$ cat src/verilog/hoec_cfg.svh
// Constants for the health-monitoring command block
`ifndef HOEC_CFG_SVH
`define HOEC_CFG_SVH
// ==========================================
// Register indices on the task-file port
`define HOEC_ADDR_FEATURE     3'h1
`define HOEC_ADDR_SECCNT      3'h2
`define HOEC_ADDR_SUBCMD      3'h3
`define HOEC_ADDR_SIG_LO      3'h4
`define HOEC_ADDR_SIG_HI      3'h5
`define HOEC_ADDR_DRVSEL      3'h6
`define HOEC_ADDR_CMD         3'h7
`define HOEC_ADDR_STATE       3'h7
`define HOEC_ADDR_FAULT       3'h1
// ==========================================
// Command and feature codes
`define HOEC_OPC_HEALTH       8'hB0
`define HOEC_FEAT_RUN_NOW     8'hD4
`define HOEC_FEAT_MON_ON      8'hD8
`define HOEC_FEAT_MON_OFF     8'hD9
`define HOEC_SIG_LO_OK        8'h4F
`define HOEC_SIG_HI_OK        8'hC2
`define HOEC_SIG_LO_FAIL      8'hF4
`define HOEC_SIG_HI_FAIL      8'h2C
// ==========================================
// Subcommand codes
`define HOEC_SUB_COLLECT      8'h00
`define HOEC_SUB_SHORT_OFF    8'h01
`define HOEC_SUB_EXT_OFF      8'h02
`define HOEC_SUB_ABORT_OFF    8'h7F
`define HOEC_SUB_SHORT_CAP    8'h81
`define HOEC_SUB_EXT_CAP      8'h82
// ==========================================
// Bit positions
`define HOEC_ST_BUSY          7
`define HOEC_ST_DRIVE_READY_FLAG          6
`define HOEC_ST_DF            5
`define HOEC_ST_DRQ           3
`define HOEC_ST_ERR           0
`define HOEC_ER_SECTOR_NOT_FOUND_FLAG          4
`define HOEC_ER_ABORTED_COMMAND_FLAG          2
`define HOEC_DRV_SEL          4
// ==========================================
// Timing: service a new command within two seconds
`define HOEC_SERVICE_MS       2000
`define HOEC_CLK_MHZ          200
`define HOEC_SERVICE_CYC      (`HOEC_SERVICE_MS * 1000 * `HOEC_CLK_MHZ)
`endif

$ cat src/verilog/hoec_pkg.sv
// Types for the health-monitoring command block
package hoec_pkg;
  // Command sequencer states, one-hot
  typedef enum logic [3:0] {
    HOEC_IDLE    = 4'b0001,
    HOEC_DECODE  = 4'b0010,
    HOEC_CAPTIVE = 4'b0100,
    HOEC_DONE    = 4'b1000
  } hoec_state_t;
endpackage

$ cat src/verilog/hoec_cmd.sv
// Device-side command interpreter for health monitoring commands
`timescale 1ns/1ps
`default_nettype none
`include "hoec_cfg.svh"

// Functional notes
// - Enable state kept in non-volatile store
// - No data gathered before enable command
// - Repeat enable leaves monitoring data untouched
// - B0h with feature D4h runs routine
// - Subcommand byte selects the routine
// - Non-data protocol, no data words
// - Captive pass returns 4Fh/C2h signature
// - Success clears busy, fault, request, error
// - Abort if unsupported, disabled or bad signature
// - Captive failure returns F4h/2Ch, aborts
// - Other captive aborts return 4Fh/C2h
// - Off-line errors leave signature undefined
// - Sector-not-found flag on missing ID field
// - Aborted-command flag for aborts, captive failures
// - Error end sets ready and error flag; fault only from engine fault
// - Device-select bit picks addressed drive
// - Codes 0,1,2,127,129,130 select routines
// - Captive mode holds busy during test
// - Off-line mode completes before routine runs
// - New command stops off-line routine in time
module hoec_cmd
  import hoec_pkg::*;
#(
  parameter int SERVICE_CYC = `HOEC_SERVICE_CYC
) (
  input  wire logic       CLK,
  input  wire logic       SRST,
  input  wire logic       CE,
  input  wire logic [2:0] ADDR,
  input  wire logic [7:0] WDATA,
  input  wire logic       WR,
  input  wire logic       RD,
  output var  logic [7:0] RDATA,
  input  wire logic       DRIVE_ID,
  input  wire logic       NV_ENABLE,
  output var  logic       NV_WRITE,
  output var  logic       NV_VALUE,
  output var  logic       ROUTINE_START,
  output var  logic [7:0] ROUTINE_CODE,
  output var  logic       ROUTINE_STOP,
  output var  logic       ROUTINE_ACTIVE,
  output var  logic       MONITOR_ON,
  input  wire logic       ROUTINE_DONE,
  input  wire logic       ROUTINE_FAIL,
  input  wire logic       ROUTINE_SECTOR_NOT_FOUND_FLAG,
  input  wire logic       ROUTINE_FAULT
);

  // ==========================================
  // Pin synchronisers for the routine engine and straps
  logic [5:0] sync_a;                  // First stage
  logic [5:0] sync_b;                  // Second stage, read by logic
  // No reset here: the stages fill with live pin levels during reset,
  // so the stored enable is already valid on the first edge after it
  always_ff @(posedge CLK) begin
    if (CE) begin
      sync_a <= {NV_ENABLE, DRIVE_ID, ROUTINE_DONE, ROUTINE_FAIL, ROUTINE_SECTOR_NOT_FOUND_FLAG, ROUTINE_FAULT};
      sync_b <= sync_a;
    end
  end
  logic nv_en_s;                       // Stored enable level
  logic drive_id_s;                    // Our drive number
  logic r_done;                        // Routine finished
  logic r_fail;                        // Self-test failed
  logic r_sector_not_found_flag;                        // Data sector ID missing
  logic r_fault;                       // Device fault seen
  assign {nv_en_s, drive_id_s, r_done, r_fail, r_sector_not_found_flag, r_fault} = sync_b;

  // ==========================================
  // Decode helpers
  // True for the two self-tests that keep the host waiting
  function automatic logic is_captive(input logic [7:0] c);
    is_captive = (c == `HOEC_SUB_SHORT_CAP) || (c == `HOEC_SUB_EXT_CAP);
  endfunction
  // True for the routines that run behind a completed command
  function automatic logic is_offline(input logic [7:0] c);
    is_offline = (c == `HOEC_SUB_COLLECT) || (c == `HOEC_SUB_SHORT_OFF)
              || (c == `HOEC_SUB_EXT_OFF);
  endfunction

  // ==========================================
  // State
  hoec_state_t state;                  // Sequencer state
  hoec_state_t next_state;
  logic [7:0]  feature;                // Feature select
  logic [7:0]  seccnt;                 // Sector count
  logic [7:0]  subcmd;                 // Subcommand select
  logic [7:0]  sig_lo;                 // Signature low
  logic [7:0]  sig_hi;                 // Signature high
  logic [7:0]  drvsel;                 // Drive select
  logic [7:0]  dev_state;              // Status byte
  logic [7:0]  fault;                  // Error byte
  logic        mon_on;                 // Monitoring enabled
  logic        loaded;                 // Enable loaded after reset
  logic        offl_run;               // Off-line routine running
  logic [31:0] svc_cnt;                // Time left to stop routine
  logic        cmd_go;                 // Command write latched
  // Next values, one for each registered field
  logic [7:0]  next_feature, next_seccnt, next_subcmd, next_sig_lo, next_sig_hi;
  logic [7:0]  next_drvsel, next_dev_state, next_fault, next_rdata, next_code;
  logic        next_mon_on, next_loaded, next_offl_run, next_cmd_go;
  logic        next_nv_write, next_nv_value, next_start, next_stop;
  logic [31:0] next_svc_cnt;
  logic        selected;               // Command addressed to us
  logic        wr_cmd;                 // Command register written

  // Drive select decides whether a command write is ours
  assign selected = (drvsel[`HOEC_DRV_SEL] == drive_id_s);
  assign wr_cmd   = WR && (ADDR == `HOEC_ADDR_CMD) && selected;

  // ==========================================
  // Next-state computation
  always_comb begin
    // Defaults hold every register; pulses and read data fall back to zero
    next_state     = state;
    next_feature   = feature;
    next_seccnt    = seccnt;
    next_subcmd    = subcmd;
    next_sig_lo    = sig_lo;
    next_sig_hi    = sig_hi;
    next_drvsel    = drvsel;
    next_dev_state = dev_state;
    next_fault     = fault;
    next_mon_on    = mon_on;
    next_loaded    = loaded;
    next_offl_run  = offl_run;
    next_svc_cnt   = svc_cnt;
    next_cmd_go    = 1'b0;
    next_nv_write  = 1'b0;
    next_nv_value  = NV_VALUE;
    next_start     = 1'b0;
    next_stop      = 1'b0;
    next_code      = ROUTINE_CODE;
    next_rdata     = 8'h00;
    // Enable state restored from non-volatile store after reset
    if (!loaded) begin
      next_mon_on = nv_en_s;
      next_loaded = 1'b1;
    end
    // Register reads, one cycle later
    // Status reads zero while the other drive is addressed
    if (RD) begin
      unique case (ADDR)
        `HOEC_ADDR_FAULT:  next_rdata = fault;
        `HOEC_ADDR_SECCNT: next_rdata = seccnt;
        `HOEC_ADDR_SUBCMD: next_rdata = subcmd;
        `HOEC_ADDR_SIG_LO: next_rdata = sig_lo;
        `HOEC_ADDR_SIG_HI: next_rdata = sig_hi;
        `HOEC_ADDR_DRVSEL: next_rdata = drvsel;
        `HOEC_ADDR_STATE:  next_rdata = selected ? dev_state : 8'h00;
        default:           next_rdata = 8'h00;
      endcase
    end
    // Register writes, drive select included, are refused while busy
    if (WR && !dev_state[`HOEC_ST_BUSY]) begin
      unique case (ADDR)
        `HOEC_ADDR_FEATURE: next_feature = WDATA;
        `HOEC_ADDR_SECCNT:  next_seccnt  = WDATA;
        `HOEC_ADDR_SUBCMD:  next_subcmd  = WDATA;
        `HOEC_ADDR_SIG_LO:  next_sig_lo  = WDATA;
        `HOEC_ADDR_SIG_HI:  next_sig_hi  = WDATA;
        `HOEC_ADDR_DRVSEL:  next_drvsel  = WDATA;
        `HOEC_ADDR_CMD:     next_cmd_go  = wr_cmd;
        default:            next_cmd_go  = 1'b0;
      endcase
    end
    // Off-line routine watchdog: a new command addressed to this drive stops it in time
    if (offl_run) begin
      // Routine ended on its own; nothing to stop
      if (r_done) begin
        next_offl_run = 1'b0;
      end else if (svc_cnt != 32'h0) begin
        next_svc_cnt = svc_cnt - 32'h1;
        if (svc_cnt == 32'h1) begin
          // Stop pulse ends the routine in the engine
          next_stop     = 1'b1;
          next_offl_run = 1'b0;
        end
      end
    end
    unique case (state)
      HOEC_IDLE: begin
        if (cmd_go) begin
          next_dev_state = 8'h80;                                 // Busy while deciding
          next_state     = HOEC_DECODE;
          if (offl_run) begin
            next_svc_cnt = 32'h1;
          end
        end
      end
      HOEC_DECODE: begin
        next_fault = 8'h00;
        next_state = HOEC_DONE;
        // Default completion: ready, no request, no data phase
        next_dev_state = 8'h40;
        // Enable: a repeat enable leaves all monitoring state alone
        if (feature == `HOEC_FEAT_MON_ON && sig_lo == `HOEC_SIG_LO_OK
            && sig_hi == `HOEC_SIG_HI_OK) begin
          if (!mon_on) begin
            next_mon_on   = 1'b1;
            next_nv_write = 1'b1;
            next_nv_value = 1'b1;
          end
        end else if (feature == `HOEC_FEAT_MON_OFF && sig_lo == `HOEC_SIG_LO_OK
                     && sig_hi == `HOEC_SIG_HI_OK) begin
          // Disable: stop any routine and store the off state
          next_mon_on   = 1'b0;
          next_nv_write = 1'b1;
          next_nv_value = 1'b0;
          next_stop     = offl_run;
          next_offl_run = 1'b0;
        end else if (feature == `HOEC_FEAT_RUN_NOW && mon_on
                     && sig_lo == `HOEC_SIG_LO_OK && sig_hi == `HOEC_SIG_HI_OK
                     && (is_offline(subcmd) || is_captive(subcmd)
                         || subcmd == `HOEC_SUB_ABORT_OFF)) begin
          // Execute: the routine code follows the subcommand byte
          next_code = subcmd;
          // Captive: busy stands until the engine reports
          if (is_captive(subcmd)) begin
            next_dev_state = 8'hC0;
            next_start     = 1'b1;
            next_stop      = offl_run;
            next_offl_run  = 1'b0;
            next_state     = HOEC_CAPTIVE;
          end else if (subcmd == `HOEC_SUB_ABORT_OFF) begin
            // Abort of the off-line routine only, nothing started
            next_stop     = offl_run;
            next_offl_run = 1'b0;
          end else begin
            // Off-line: complete now, the routine runs behind ready
            next_start    = 1'b1;
            next_offl_run = 1'b1;
            next_svc_cnt  = 32'h0;
          end
        end else begin
          // Aborted: captive requests get the good signature loaded
          next_fault = 8'h04;
          next_dev_state = 8'h41;
          if (is_captive(subcmd)) begin
            next_sig_lo = `HOEC_SIG_LO_OK;
            next_sig_hi = `HOEC_SIG_HI_OK;
          end
        end
      end
      HOEC_CAPTIVE: begin
        if (r_done) begin
          next_state = HOEC_DONE;
          // Result flags from the engine fill error and status bytes
          next_fault = {3'h0, r_sector_not_found_flag, 1'b0, r_fail, 2'h0};
          next_dev_state = {1'b0, 1'b1, r_fault, 4'h0, r_fail | r_sector_not_found_flag};
          // A failed self-test returns the failure signature
          if (r_fail) begin
            next_sig_lo = `HOEC_SIG_LO_FAIL;
            next_sig_hi = `HOEC_SIG_HI_FAIL;
          end else begin
            next_sig_lo = `HOEC_SIG_LO_OK;
            next_sig_hi = `HOEC_SIG_HI_OK;
          end
        end
      end
      HOEC_DONE: begin
        // One settle cycle before the next command is taken
        next_state = HOEC_IDLE;
      end
      default: begin
        // Illegal one-hot code: recover to idle
        next_state = HOEC_IDLE;
      end
    endcase
    // Off-line ID fault reported as sticky sector-not-found
    if (offl_run && r_sector_not_found_flag) begin
      next_fault[`HOEC_ER_SECTOR_NOT_FOUND_FLAG]    = 1'b1;
      next_dev_state[`HOEC_ST_ERR] = 1'b1;
    end
  end

  // ==========================================
  // State registers
  // Reset leaves ready status and monitoring off until the enable loads
  always_ff @(posedge CLK) begin
    if (SRST) begin
      state          <= HOEC_IDLE;
      feature        <= 8'h00;
      seccnt         <= 8'h00;
      subcmd         <= 8'h00;
      sig_lo         <= 8'h00;
      sig_hi         <= 8'h00;
      drvsel         <= 8'h00;
      dev_state      <= 8'h40;
      fault          <= 8'h00;
      mon_on         <= 1'b0;
      loaded         <= 1'b0;
      offl_run       <= 1'b0;
      svc_cnt        <= 32'h0;
      cmd_go         <= 1'b0;
      RDATA          <= 8'h00;
      NV_WRITE       <= 1'b0;
      NV_VALUE       <= 1'b0;
      ROUTINE_START  <= 1'b0;
      ROUTINE_CODE   <= 8'h00;
      ROUTINE_STOP   <= 1'b0;
      ROUTINE_ACTIVE <= 1'b0;
      MONITOR_ON     <= 1'b0;
    end else if (CE) begin
      // Every register holds while CE is low
      state          <= next_state;
      feature        <= next_feature;
      seccnt         <= next_seccnt;
      subcmd         <= next_subcmd;
      sig_lo         <= next_sig_lo;
      sig_hi         <= next_sig_hi;
      drvsel         <= next_drvsel;
      dev_state      <= next_dev_state;
      fault          <= next_fault;
      mon_on         <= next_mon_on;
      loaded         <= next_loaded;
      offl_run       <= next_offl_run;
      svc_cnt        <= next_svc_cnt;
      cmd_go         <= next_cmd_go;
      RDATA          <= next_rdata;
      NV_WRITE       <= next_nv_write;
      NV_VALUE       <= next_nv_value;
      ROUTINE_START  <= next_start;
      ROUTINE_CODE   <= next_code;
      ROUTINE_STOP   <= next_stop;
      ROUTINE_ACTIVE <= next_offl_run || (next_state == HOEC_CAPTIVE);
      MONITOR_ON     <= next_mon_on;
    end
  end

endmodule
`default_nettype wire

$ cat config.mk
export PLATFORM = sky130hd
export DESIGN_NAME = hoec_cmd
export DESIGN_NICKNAME = d
export VERILOG_FILES = /design/src/verilog/hoec_pkg.sv /design/src/verilog/hoec_cmd.sv
export VERILOG_INCLUDE_DIRS = /design/src /design/src/verilog
export SDC_FILE = /design/constraint.sdc
export NUM_CORES = 1
export LEC_CHECK = 0
export BUFFER_PORTS_ARGS = -buffer_cell sky130_fd_sc_hd__buf_4
export CAP_MARGIN = 0
export CORE_ASPECT_RATIO = 1.25
export CORE_UTILIZATION = 40
export CTS_BUF_LIST = sky130_fd_sc_hd__clkbuf_4 sky130_fd_sc_hd__clkbuf_8 sky130_fd_sc_hd__clkbuf_16
export DETAILED_ROUTE_END_ITERATION = 8
export PLACE_DENSITY = 0.56
export SLEW_MARGIN = 20
export SYNTH_ARGS = -nofsm -noshare
export SYNTH_HDL_FRONTEND = slang
export SYNTH_SLANG_ARGS = --single-unit
export TNS_END_PERCENT = 20
$ cat constraint.sdc
create_clock -name CLK -period 2.45 [get_ports CLK]
set_clock_uncertainty 0.05 [all_clocks]
set_input_delay 0.49 -clock CLK [delete_from_list [all_inputs] [get_ports CLK]]
set_output_delay 0.49 -clock CLK [all_outputs]
set_load 0.02 [all_outputs]
## Word-level counts from Yosys, hierarchy flattened

Cells that the tools add are included.

| word-level totals | value |
|---|---|
| flip-flop bits (word level) | 137 |
| latch bits | 0 |
| RAM bits | 0 |
| ROM bits | 0 |
| input port bits | 22 |
| output and inout port bits | 22 |
| word-level logic and storage cells | 185 |
| memories kept | 0 |

| operators by class | value |
|---|---|
| $add $sub $neg | 1 |
| multipliers | 0 |
| div/mod/pow operators | 0 |
| $lt $le $gt $ge | 0 |
| equality and inequality tests | 28 |
| shift-type cells | 0 |
| muxes and demuxes | 92 |
| bitwise logic cells | 3 |
| reductions and logical operators | 36 |

Operator list:

| kind | count |
|---|---|
| $mux W32 | 10 |
| $mux W8 | 25 |
| $pmux W32 S2 | 1 |
| $pmux W8 S7 | 1 |
| $eq A8 B8 Y1 const B | 6 |
| $pmux W8 S2 | 3 |
| $mux W1 | 41 |
| $eq A32 B1 Y1 const B | 1 |
| $reduce_bool A32 Y1 | 1 |
| $sub A32 B1 Y32 const B | 1 |
| $mux W4 | 6 |
| $pmux W8 S3 | 1 |
| $reduce_and A3 Y1 | 6 |
| $eq A8 B7 Y1 const B | 2 |
| $eq A3 B3 Y1 const B | 4 |
| $logic_and A1 B1 Y1 | 12 |
| $pmux W4 S3 | 1 |
| $reduce_and A4 Y1 | 3 |
| $mux W3 | 3 |
| $eq A4 B3 Y1 const B | 2 |
| $eq A8 B1 Y1 const B | 1 |
| $eq A8 B2 Y1 const B | 1 |
| $logic_not A8 Y1 | 1 |
| $eq A3 B2 Y1 const B | 2 |
| 14 further kinds | 25 |

## Longest topological paths before layout

| logic depth | value |
|---|---|
| depth in word-level cells | 12 |
| mapped depth | 8 |
| gate-level depth less buffers | 7 |

## Worst setup path before layout

OpenSTA, ideal clock, no wires.

| timing | value |
|---|---|
| path type | in2reg |
| from | input ADDR[0] |
| to | register RDATA[5] |
| setup time | 128 ps |
| data arrival time | 1,951 ps |
| required time | 2,272 ps |
| path slack | 322 ps |
| stages | 7 |
| buffers on the path | 2 |
| path through | clkbuf_1 clkbuf_1 mux2_2 a222oi_1 a21oi_1 a21oi_1 nor2_1 |

| between the ends | value |
|---|---|
| word-level cells in the longest chain between the ends | 3 |
| elaborated cells between the ends (all ways) | 9 |
| classes of those cells | eq/ne: 7; mux: 2 |

Ends and longest elaborated chain:

| what | RTL line | RTL |
|---|---|---|
| from (decl) | hoec_cmd.sv:35 | `input wire logic [2:0] ADDR,` |
| $eq A3 B3 Y1, or another cell as far along | hoec_cmd.sv:149 | `unique case (ADDR)` |
| $pmux W8 S7 * | hoec_cmd.sv:149 |  |
| $mux W8 * | hoec_cmd.sv:148 | `if (RD) begin` |
| to (signal assigned) | hoec_cmd.sv:326 | `RDATA <= next_rdata;` |
| to (decl) | hoec_cmd.sv:39 | `output var logic [7:0] RDATA,` |

Every way passes the cells marked *; elsewhere a longest branch is shown, timed or not.
A chain may end at the register's enable or synchronous reset.

## Worst setup path after layout

| timing | value |
|---|---|
| from | register svc_cnt[20] |
| to | register svc_cnt[5] |

| between the ends | value |
|---|---|
| word-level cells in the longest chain between the ends | 10 |
| elaborated cells between the ends (all ways) | 12 |
| classes of those cells | mux: 11; reduce/logical: 1 |

Ends and longest elaborated chain:

| what | RTL line | RTL |
|---|---|---|
| from (decl) | hoec_cmd.sv:102 | `logic [31:0] svc_cnt;` |
| from (signal assigned) | hoec_cmd.sv:324 | `svc_cnt <= next_svc_cnt;` |
| $reduce_bool A32 Y1 * | hoec_cmd.sv:178 | `end else if (svc_cnt != 32'h0) begin` |
| $mux W32 * | hoec_cmd.sv:178 |  |
| $mux W32 * | hoec_cmd.sv:176 | `if (r_done) begin` |
| $mux W32 * | hoec_cmd.sv:174 | `if (offl_run) begin` |
| $mux W32 | hoec_cmd.sv:231 | `` end else if (subcmd == `HOEC_SUB_ABORT_OFF) begin `` |
| $mux W32 | hoec_cmd.sv:225 | `if (is_captive(subcmd)) begin` |
| $mux W32 | hoec_cmd.sv:218 | `` end else if (feature == `HOEC_FEAT_RUN_NOW && mon_on `` |
| $mux W32 | hoec_cmd.sv:210 | `` end else if (feature == `HOEC_FEAT_MON_OFF && sig_lo == `HOEC_SIG_LO_OK `` |
| $mux W32 | hoec_cmd.sv:203 | `` if (feature == `HOEC_FEAT_MON_ON && sig_lo == `HOEC_SIG_LO_OK `` |
| $pmux W32 S2 * | hoec_cmd.sv:187 | `unique case (state)` |

Marks and branches as above.

==> key figures <==
Yosys
  – Avg Cell Area, Syn: about 8.6 µm²
  – Largest family of logic cells by synthesized area: simple AND/OR/NAND/NOR gates
  – Ys flop type: dfxtp_1
  – Syn Nets: around 770
  – Cells after synthesis: between 700 and 800
  – Post-synthesis xor/xnor area fraction: less than 1%
  – Post-synthesis mux area share: between 4 and 5%
  – Sequential fraction of the synthesis area: 41.8%
  – Ys Warns: 0
  – Synth Cell Area: 6380 µm²
  – Post-synth EDFFs: 12
  – Area share of fa/ha/maj cells after synthesis: less than 1%
  – Ys async rst share: 0%
  – Synthesized flop and latch total: 127
  – Compound-cell area share of the yosys netlist: 21.6%
  – Post-synthesis simple-gate area fraction: around 27%
  – Distinct cells, synth: 83

Pwr
  – Total power: approximately 6.5 mW
  – PwrDens: between 800 and 900 nW/µm²
  – Leakage: around 2.9 nW
  – Maximum VDD drop: 0.476 mV

Floorplan
  – Core area: around 16000 µm²
  – Cell row count: around 50
  – Number of I/O pins: between 40 and 50
  – Initial Util: 41.0%
  – Die height: between 100 and 150 µm
  – Die Width: around 110 µm
  – Die Area: 16500 µm²

Setup path
  – Worst r2r src: svc_cnt[20]$_SDFFE_PP0P_
  – R2R setup slack: ~120 ps
  – Reg2reg end: svc_cnt[5]$_SDFFE_PP0P_
  – Worst setup endpoint: svc_cnt[5]$_SDFFE_PP0P_
  – Crit-path slowest cell: nor4_1
  – Startpoint Class: flop
  – Crit end category: flop
  – Largest stage delay, worst path: between 500 and 600 ps
  – CP Max Fanout: 9
  – CP Launch Point: svc_cnt[20]$_SDFFE_PP0P_
  – CP Cell Sequence: nor4_1 > and4_1 > and3_1 > nor3_2 > a32o_1 > a21o_1
  – Crit Path Class: flop to flop
  – Worst r2r path cells: 6
  – Worst endpoint required time: 2710 ps
  – Worst Path Arrival: 2600 ps

Flow run
  – Max_cap viols: 0

Placed design
  – Buffers on Ports: between 40 and 50
  – RD Place Congestion: ~0.94
  – Dpl hpwl: about 14 mm
  – DP Cell Count: 1008

Min path
  – Hold Crit Start: ROUTINE_FAIL
  – Hold Crit Class: input pin to flop

Routing
  – Wire per inst: around 19 µm
  – DRT antenna net count: 0
  – Aggregate routed wire length: just under 20 mm
  – Via density: about 5.9
  – Drt initial violations: roughly 520
  – Drc violations: 0
  – Pre-antenna DRT Iters: 8
  – Via count: 6100

STA
  – Hold Fails Final Rpt: 0
  – RSZ-0062 raised after global routing: false
  – Final TNS setup: 0 ps
  – Count of final max-slew check failures: 0
  – Fmax: around 0.43 GHz
  – Measured slew at the worst slew-check pin: between 600 and 700 ps
  – Min Hold Slack: roughly 190 ps
  – Final period utilization: 95.2%
  – Final setup viols: 0
  – Final critical-path required period: between 2000 and 2500 ps
  – Slew Limit Headroom: a little over half

Finish
  – P&R area growth vs syn: 22.2%
  – Fill count: 1578
  – Final #Nets: 840
  – Fin cells: around 1000
  – Antenna cell count: 0
  – Sequential cell area: 2660 µm²
  – Final Util: between 50% and 60%
  – Layout cells sized above 1: 21.1%
  – Area of the multi-input gates: 3510 µm²

Global route
  – Vias in the first global route: roughly 6000
  – Remaining Overflow, GRT: 0
  – First-pass GRT wire length: between 30 and 40 mm
  – Initial antenna violation count: 0
  – Global-route total usage across every layer: between 20% and 30%
  – Pin count of the biggest net entering global routing: 57

Clocking
  – Clk root buf: clkbuf_16
  – CTS tree: done
  – CTS Buf Count: 17
  – CTS Buffer Depth: 2
  – CTS H-tree depth: 4
  – Skew-Pair Late Insertion Delay: 430 ps
  – Cts hold-fix bufs: 0
  – Clk sink count: roughly 130
  – Clock Pin Slew Worst Setup and Hold Paths: 60 ps

Run status
  – Status: completed
## where the power goes
group	total, mW	switching (mW)	internal, mW
Sequential	2.44	0.186	2.25
Combinational	1.62	0.987	0.638
Clock	2.43	1.01	1.42
Total	6.49	2.18	4.31
## worst max-delay path: cells and delay by family, from the launching register on
kind / cells / cell delay [ps]
and+or+nand+nor: 4 / 1380
AOI/OAI and AO/OA: 2 / 420
DFF: 1 / 360
## synth_stat cells (all sizes together) (4+ instances only)
library cell,count,share of area (%)
or3,6,0.59
nand2,80,4.7
clkbuf,26,1.7
a21oi,71,5.6
dfxtp,115,36
a211oi,8,0.94
and3,8,0.78
a21o,7,0.88
and2,11,1.1
nor3,25,2.4
mux2,8,1.4
nand4,14,1.4
mux2i,22,3.5
o311ai,4,0.82
nor2,63,3.7
nor2b,11,1.1
nand2b,9,0.88
o211ai,4,0.47
nor4,17,2.3
nand3,46,3.6
inv,16,0.94
a221oi,6,0.82
and4,6,0.86
o21ai,23,1.9
a31oi,29,2.8
a22oi,5,0.59
edfxtp,12,5.7
buf,13,1.3
o22ai,5,0.49
a222oi,5,0.78
## flip-flops by register name, summed over array words and instances (netlist names), 6 cells and up
signal / flops
sync_a: 6
svc_cnt: 32
drvsel: 8
sig_hi: 8
subcmd: 8
seccnt: 8
ROUTINE_CODE: 8
RDATA: 8
feature: 8
sync_b: 6
sig_lo: 8
## worst min path at each step
stage	end	slack [ps]	depth (start not counted)
2_1_floorplan	sync_b[0]$_DFFE_PP_	350	0
3_3_place_gp	sync_b[3]$_DFFE_PP_	350	0
3_5_place_dp	sync_b[3]$_DFFE_PP_	360	0
4_1_cts	sync_a[1]$_DFFE_PP_	170	1
5_1_grt	sync_a[4]$_DFFE_PP_	170	1
6_report	sync_a[2]$_DFFE_PP_	190	1
## area by class of cell
| class | instances | share of cell area, % |
|---|---|---|
| tap | 212 | 3.40 |
| sequential | 127 | 34.2 |
| timing repair buffer | 95 | 9.31 |
| clock inverter | 14 | 1.72 |
| multi-input combinational | 557 | 45.0 |
| clock buffer | 18 | 5.55 |
| inverter | 18 | 0.867 |
## timing repair
action,CTS,global route
buffers inserted,0,1
resized for setup,2,6
setup endpoints to repair,3,15
## layer usage
metal / track usage (%) / routed length [µm] / up-vias / part of all wire (%)
li1: - / - / 2936 / -
met2: 44.6 / 10200 / 197 / 52
met5: 0 / 0 / - / 0
met3: 5.73 / 849 / 50 / 4.3
met1: 28.3 / 7920 / 2917 / 40
met4: 14.0 / 773 / 0 / 3.9
## cell families (layout without fill, tap and decap cells)
group	Yosys count	in the layout
and+or+nand+nor	317	317
muxes	30	30
DFF	127	127
xor gates and xnor gates	3	3
buffers and inverters	57	145
AOI/OAI and AO/OA	205	205
adders and majority gates	2	2
## per-stage QoR
stage	instance area [µm²]	setup slack, ps
floorplan	6380	322
global placement	7170	35.3
detailed placement	7170	11.7
CTS	7750	49.8
global route	7790	11.9
finish	7790	118
## cell usage in the layout (no fill, tap or decap), drive strengths merged, types with 9 or more instances in the layout
cell type and n:
mux2i 22, dfxtp 115, nor3 25, nand2b 9, edfxtp 12, nand2 80
nor2 63, o21ai 23, a31oi 29, nand3 46, nor4 17, nand4 14
a21oi 71, buf 95, clkbuf 18, and2 11, inv 21, nor2b 11
No activity file was read; power rests on OpenSTA's default activity.
